--- src/watchdog_defines.vh ---
// Constants for the watchdog and reset-cause block
`ifndef WATCHDOG_DEFINES_VH
`define WATCHDOG_DEFINES_VH
// Register offsets
`define ADDR_CTRL_STATUS 8'h60
`define ADDR_RESET_CAUSE 8'h61
// Control/status field positions
`define BIT_TO_FLAG 7
`define BIT_TO_IE 6
`define BIT_PS3 5
`define BIT_CHG_EN 4
`define BIT_RST_EN 3
// Reset-cause field positions
`define BIT_DBG_RF 4
`define BIT_WDT_RF 3
`define BIT_BO_RF 2
`define BIT_EXT_RF 1
`define BIT_POR_RF 0
`define CAUSE_MASK 8'h1F
// Timing
`define CHG_WINDOW_CYCLES 3'h4
`define SYS_CLK_HZ 100000000
`define WDT_OSC_HZ 128000
`define OSC_DIV_CYCLES ((`SYS_CLK_HZ) / (`WDT_OSC_HZ))
`define OSC_DIV_W 10
`define BASE_TIMEOUT 21'h000800
`define MAX_PRESCALE 4'h9
`define CNT_W 21
`endif

--- src/watchdog_with_reset_cause.v ---
// Watchdog timer with reset-cause flag register
`include "watchdog_defines.vh"
// What this block does
// - Debug-port reset sets its cause flag; power-on or written zero clears.
// - Watchdog reset sets its cause flag; power-on or written zero clears.
// - Brown-out reset sets its cause flag; power-on or written zero clears.
// - External reset sets its cause flag; power-on or written zero clears.
// - Power-on sets its flag; only a written zero clears it.
// - Time-out in interrupt behaviour sets the interrupt flag.
// - Interrupt flag clears on vector taken or written one.
// - Interrupt request needs global enable, local enable and flag.
// - Reset-enable and interrupt-enable select stopped, irq, reset or irq-then-reset.
// - In irq-then-reset, vector taken clears enable and flag.
// - In irq-then-reset, second time-out with irq pending issues system reset.
// - Clearing reset-enable or changing prescale needs change-enable set.
// - Change-enable self-clears four clocks after being written one.
// - Reset-enable forced one while watchdog cause flag is set.
// - Prescale 0 gives 2048 oscillator cycles, doubling up to code 9.
// - Programmed fuse locks reset-only behaviour.
// - Restart instruction clears counter before time-out.
// - Counter counts 128 kHz oscillator ticks.
module watchdog_with_reset_cause (
  // Clock and reset (reset is any system reset)
  input wire clk,
  input wire reset,
  // Reset cause inputs, high during that reset
  input wire powerOnReset,
  input wire debugReset,
  input wire brownoutReset,
  input wire externalReset,
  // Configuration and core signals
  input wire alwaysOnFuse,
  input wire globalIntEnable,
  input wire restartCounter,
  input wire vectorTaken,
  // Register port
  input wire [7:0] regAddr,
  input wire [7:0] regWrData,
  input wire regWrite,
  input wire regRead,
  output reg [7:0] regRdData,
  // Outputs
  output wire timeoutIrq,
  output reg watchdogResetReq
);
  reg [4:0] cause_q;
  reg flag_q;
  reg ie_q;
  reg re_q;
  reg [3:0] ps_q;
  reg chgEn_q;
  reg [2:0] chgCnt_q;
  reg [`CNT_W-1:0] cnt_q;
  wire tick;
  wire wrCtrl = regWrite && (regAddr == `ADDR_CTRL_STATUS);
  wire wrCause = regWrite && (regAddr == `ADDR_RESET_CAUSE);

  // --------------------------------------------------------------
  // Time-out length
  // --------------------------------------------------------------
  function [`CNT_W-1:0] limit;
    input [3:0] code;
    begin
      if (code > `MAX_PRESCALE)
        limit = `BASE_TIMEOUT;
      else
        limit = `BASE_TIMEOUT << code;
    end
  endfunction

  wdt_tick_divider divider (
    .clk(clk),
    .reset(reset),
    .tick(tick)
  );

  wire effRe = alwaysOnFuse | re_q | cause_q[`BIT_WDT_RF];
  wire effIe = ie_q & ~alwaysOnFuse;
  wire running = effRe | effIe;
  wire timeout = running && tick && (cnt_q >= limit(ps_q) - 1'b1);

  // --------------------------------------------------------------
  // Counter and watchdog reset
  // --------------------------------------------------------------
  always @(posedge clk) begin
    if (reset) begin
      cnt_q <= {`CNT_W{1'b0}};
      watchdogResetReq <= 1'b0;
    end else begin
      if (restartCounter || timeout || !running)
        cnt_q <= {`CNT_W{1'b0}};
      else if (tick)
        cnt_q <= cnt_q + 1'b1;
      watchdogResetReq <= timeout && effRe && (!effIe || flag_q);
    end
  end

  // --------------------------------------------------------------
  // Control register
  // --------------------------------------------------------------
  always @(posedge clk) begin
    if (reset) begin
      flag_q <= 1'b0;
      ie_q <= 1'b0;
      ps_q <= 4'h0;
      chgEn_q <= 1'b0;
      chgCnt_q <= 3'h0;
      re_q <= alwaysOnFuse | watchdogResetReq | cause_q[`BIT_WDT_RF];
    end else begin
      if (chgEn_q) begin
        if (chgCnt_q == `CHG_WINDOW_CYCLES - 1'b1) begin
          chgEn_q <= 1'b0;
          chgCnt_q <= 3'h0;
        end else begin
          chgCnt_q <= chgCnt_q + 1'b1;
        end
      end
      if (wrCtrl) begin
        ie_q <= regWrData[`BIT_TO_IE] & ~alwaysOnFuse;
        if (regWrData[`BIT_CHG_EN]) begin
          chgEn_q <= 1'b1;
          chgCnt_q <= 3'h0;
        end
        if (chgEn_q) begin
          ps_q <= {regWrData[`BIT_PS3], regWrData[2:0]};
          re_q <= regWrData[`BIT_RST_EN];
        end else if (regWrData[`BIT_RST_EN]) begin
          re_q <= 1'b1;
        end
      end else if (vectorTaken && effRe && effIe) begin
        ie_q <= 1'b0;
      end
      if (cause_q[`BIT_WDT_RF] || alwaysOnFuse)
        re_q <= 1'b1;
      // set wins, clear by vector or written one
      if (timeout && effIe)
        flag_q <= 1'b1;
      else if (vectorTaken || (wrCtrl && regWrData[`BIT_TO_FLAG]))
        flag_q <= 1'b0;
    end
  end

  assign timeoutIrq = globalIntEnable & effIe & flag_q;

  // --------------------------------------------------------------
  // Reset-cause flags (not cleared by the system reset)
  // --------------------------------------------------------------
  always @(posedge clk) begin
    if (wrCause)
      cause_q <= cause_q & regWrData[4:0];
    // power-on only set, others cleared by power-on
    if (powerOnReset)
      cause_q <= 5'h01;
    else begin
      if (debugReset)
        cause_q[`BIT_DBG_RF] <= 1'b1;
      if (watchdogResetReq)
        cause_q[`BIT_WDT_RF] <= 1'b1;
      if (brownoutReset)
        cause_q[`BIT_BO_RF] <= 1'b1;
      if (externalReset)
        cause_q[`BIT_EXT_RF] <= 1'b1;
    end
  end

  // --------------------------------------------------------------
  // Read port
  // --------------------------------------------------------------
  always @(posedge clk) begin
    if (reset)
      regRdData <= 8'h00;
    else if (regRead && regAddr == `ADDR_CTRL_STATUS)
      regRdData <= {flag_q, effIe, ps_q[3], chgEn_q, effRe, ps_q[2:0]};
    else if (regRead && regAddr == `ADDR_RESET_CAUSE)
      regRdData <= {3'h0, cause_q};
    else
      regRdData <= 8'h00;
  end
endmodule // watchdog_with_reset_cause

--- src/wdt_tick_divider.v ---
// Divider that makes the watchdog oscillator tick enable
`include "watchdog_defines.vh"
module wdt_tick_divider (
  // Clock and reset
  input wire clk,
  input wire reset,
  // Tick output
  output reg tick
);
  reg [`OSC_DIV_W-1:0] divCnt_q;
  localparam integer DIV_LAST_I = `OSC_DIV_CYCLES - 1;
  localparam [`OSC_DIV_W-1:0] DIV_LAST = DIV_LAST_I[`OSC_DIV_W-1:0];

  always @(posedge clk) begin
    if (reset) begin
      divCnt_q <= {`OSC_DIV_W{1'b0}};
      tick <= 1'b0;
    end else if (divCnt_q == DIV_LAST) begin
      divCnt_q <= {`OSC_DIV_W{1'b0}};
      tick <= 1'b1;
    end else begin
      divCnt_q <= divCnt_q + 1'b1;
      tick <= 1'b0;
    end
  end
endmodule // wdt_tick_divider

--- config.mk ---
export PLATFORM = sky130hd
export DESIGN_NAME = watchdog_with_reset_cause
export DESIGN_NICKNAME = d
export VERILOG_FILES = /design/src/watchdog_with_reset_cause.v /design/src/wdt_tick_divider.v
export VERILOG_INCLUDE_DIRS = /design/src /design/src/src
export SDC_FILE = /design/constraint.sdc
export NUM_CORES = 1
export LEC_CHECK = 0
export ABC_CLOCK_PERIOD_IN_PS = 8560
export BUFFER_PORTS_ARGS = -buffer_cell sky130_fd_sc_hd__buf_2
export CAP_MARGIN = 5
export CORE_MARGIN = 2
export CORE_UTILIZATION = 61
export CTS_CLUSTER_DIAMETER = 60
export DETAILED_ROUTE_END_ITERATION = 10
export PLACE_DENSITY = 0.92
export SETUP_SLACK_MARGIN = 0.5
export SLEW_MARGIN = 20
export SYNTH_ARGS = -nofsm -noshare
export SYNTH_HDL_FRONTEND = slang
export SYNTH_HIERARCHICAL = 1
export SYNTH_SLANG_ARGS = --single-unit
--- constraint.sdc ---
create_clock -name clk -period 8.56 [get_ports clk]
set_input_delay 1.712 -clock clk [delete_from_list [all_inputs] [get_ports clk]]
set_output_delay 1.712 -clock clk [all_outputs]
set_load 0.02 [all_outputs]
==> flow_summary.json <==
{
  "clock_skew_ns": 0.00867,
  "die_h_um": 72.3,
  "ys_top_cells_by_count": "dfxtp_1, nor2_1, a21oi_1",
  "fin_tns_setup_ns": 0,
  "cts_setup_buffers": 0,
  "ctsResizeCount": 0,
  "yosysTopAreaCellShare": 0.394,
  "netlist_area_um2": 2840,
  "cpLargestDelayFamily": "buffers and inverters",
  "nFillCells": 333,
  "place_congestion": 0.827,
  "chipWidth_um": 72.3,
  "synth_top_area_cell": "dfxtp_1",
  "layout-drive-gt1-share": 0.165,
  "cts_root_buf": "clkbuf_8",
  "worst-path-buf-inv": 3,
  "crit_path_end_kind": "output pin",
  "syn_avg_cell_area_um2": 8.61,
  "synthTopCellsByArea": "dfxtp_1, nor2_1, ha_1, xor2_1, a21oi_1",
  "hold_viol_final": 0,
  "routed.top_layer": "met4",
  "port-buffer-count": 37,
  "pin_count": 38,
  "met1_length_um": 2720,
  "antenna_found_initial": 0,
  "status": "completed",
  "grt_max_degree": 22,
  "drv_cap": 0,
  "nets": 408,
  "area_growth_syn_to_layout_pct": 13.2,
  "slowest_delay_ns": 0.17,
  "seq_power_share": 0.500,
  "hold_path_class": "flop to flop",
  "cp_slowest_cell": "buf_2",
  "netlist_instances": 330,
  "power_density_nw_per_um2": 168,
  "grtUsageTotal": 0.241,
  "drt-total-wl_um": 6040,
  "async_reset_ff_frac": 0,
  "yosysMostFrequentCell": "dfxtp_1",
  "switching_share": 0.214,
  "drtPass1Iterations": 4,
  "p_leak_nw": 1.24,
  "synth_ff_type": "dfxtp_1",
  "ys_seq_elements": 57,
  "clk_latency_ns": 0.33,
  "dpl_cell_area_um2": 3020,
  "fmax_ghz": 0.251,
  "clock_power_share": 0.460,
  "dr_wl_met2_um": 2970,
  "relSlewSlack": 0.587,
  "overflow": 0,
  "clkTransAtPathRegs_ns": 0.06,
  "final_area_um2": 3220,
  "crit_type": "input port to output pin",
  "worst_ep_arrival_time_ns": 2.27,
  "cts_max_level": 3,
  "synth_edf_count": 1,
  "ys_seq_area_frac": 0.405,
  "p_switching_uw": 116,
  "postRouteAntennaNets": 0,
  "clock-sinks": 57,
  "antenna_cells": 0,
  "cts_tree": "yes",
  "hpwl_um": 4280,
  "avgRoutedWirePerCell_um": 14.3,
  "cts_max_path_buffers": 2,
  "via_count": 2434,
  "core-area_um2": 4410,
  "grt_pass1_wl_um": 9780,
  "cp_cell_sequence": "buf_2, inv_1, nand2_1, nor2_1, buf_2",
  "wl_met3_um": 257,
  "intPower_uw": 426,
  "fin_crit_sh": 0.465,
  "numCtsBuffers": 9,
  "slew_violations": 0,
  "design.die.area_um2": 5220,
  "drc": 0,
  "cts_hold_buf": 0,
  "first_global_vias": 2278,
  "irDropWorstVdd_mv": 0.123,
  "cp-start-kind": "input port",
  "drt_iter0_drc": 230,
  "start_util": 0.644,
  "syn_nets": 373,
  "cp_max_fo": 5,
  "combPwrFrac": 0.040,
  "period_needed_ns": 3.98,
  "worst_pin_slew_ns": 0.615,
  "required_ns": 6.85,
  "setup_violations": 0,
  "yosys_warnings": 6,
  "synth.distinct_cells": 45,
  "placementRows": 24,
  "crit_path_frequent_cell": "buf_2",
  "rsz0062_at_grt": "false",
  "hold_slack_ns": 0.476,
  "avgViaCountPerCell": 5.78
}
==> power groups by stage <==
stage | registers (mW) | logic, mW | clock network, mW
2_1_floorplan | 0.276 | 0.0130 | 0
3_3_place_gp | 0.277 | 0.0203 | 0
3_5_place_dp | 0.277 | 0.0211 | 0
4_1_cts | 0.271 | 0.0215 | 0.251
5_1_grt | 0.271 | 0.0242 | 0.259
6_report | 0.271 | 0.0216 | 0.249
==> path summary, 6_finish.rpt <==
path,from,endpoint,slack [ns],cells past startpoint
worst max-delay path,alwaysOnFuse,timeoutIrq,4.58,5
worst min-delay path,cause_q[0],cause_q[0],0.48,2
worst max register to register,ps_q[1],cnt_q[17],4.97,12
worst min register to register,cause_q[0],cause_q[0],0.48,2
==> cells by family after synthesis <==
group | synth area share
and+or+nand+nor | 0.261
DFF | 0.405
AOI/OAI and AO/OA | 0.114
buffers and inverters | 0.0471
xor gates and xnor gates | 0.0739
adders and majority gates | 0.0660
muxes | 0.0326
other | 0.00132
==> layer usage <==
metal,vias up,track usage
met5,-,0
met4,0,0.0881
met3,11,0.0708
met2,59,0.399
met1,1136,0.297
li1,1228,-
==> per-stage QoR <==
stage	std cells	total power, mW	utilization	setup WS, ns
after floorplan	330	0.289	-	4.71
after global placement	406	0.297	0.685	4.60
after detailed placement	406	0.298	0.685	4.59
after CTS	421	0.544	0.729	4.59
after global routing	421	0.555	0.729	4.52
final	421	0.542	0.729	4.58
==> final cells by class <==
cell class                 count  area [um2]  area share
clock inverter                 3        40.0      0.0124
clock buffer                  12         155      0.0482
inverter                      15        56.3      0.0175
timing repair buffer          38         193      0.0599
multi-input combinational    244        1560       0.484
sequential                    57        1150       0.358
tap                           52        65.1      0.0202
==> sequential cells by signal, summed over array words and instances, names as in the netlist <==
| signal | flops |
|---|---|
| cause_q | 5 |
| watchdogResetReq | 1 |
| flag_q | 1 |
| divider/tick | 1 |
| chgCnt_q | 3 |
| divider/divCnt_q | 10 |
| chgEn_q | 1 |
| regRdData | 8 |
| ps_q | 4 |
| cnt_q | 21 |
| re_q | 1 |
| ie_q | 1 |
==> tightest hold or removal path, delay by kind of cell, from the launching register on <==
kind             cells  cell delay [ns]
flip-flops           1             0.31
AND/OR/NAND/NOR      1             0.05
AO/OA/AOI/OAI        1             0.07
==> cells in the final DEF, fill, tap and decap left out, types with 2 or more instances in the layout <==
master    Yosys  layout
nand2_1      18      18
nor2_1       52      52
nor2b_1       2       2
o31ai_1       2       2
a21oi_1      21      21
or3_1         4       4
ha_1         15      15
o21ai_0      15      15
o21a_1        5       5
nand3b_1      4       4
nand4_2       2       2
and4_1        2       2
clkbuf_8      0      11
dfxtp_1      56      56
nor3_1        7       7
clkinv_2      0       2
mux2_2        2       2
nand3_1      14      14
xnor2_1       8       8
inv_1        15      15
nor3b_1       5       5
nand4_1      15      15
nor4_1        2       2
buf_2         2      37
nand2b_1      6       6
and3_1        4       4
xor2_1       16      16
mux2i_1       7       7
Note: power is estimated with default switching activity, not from simulation.
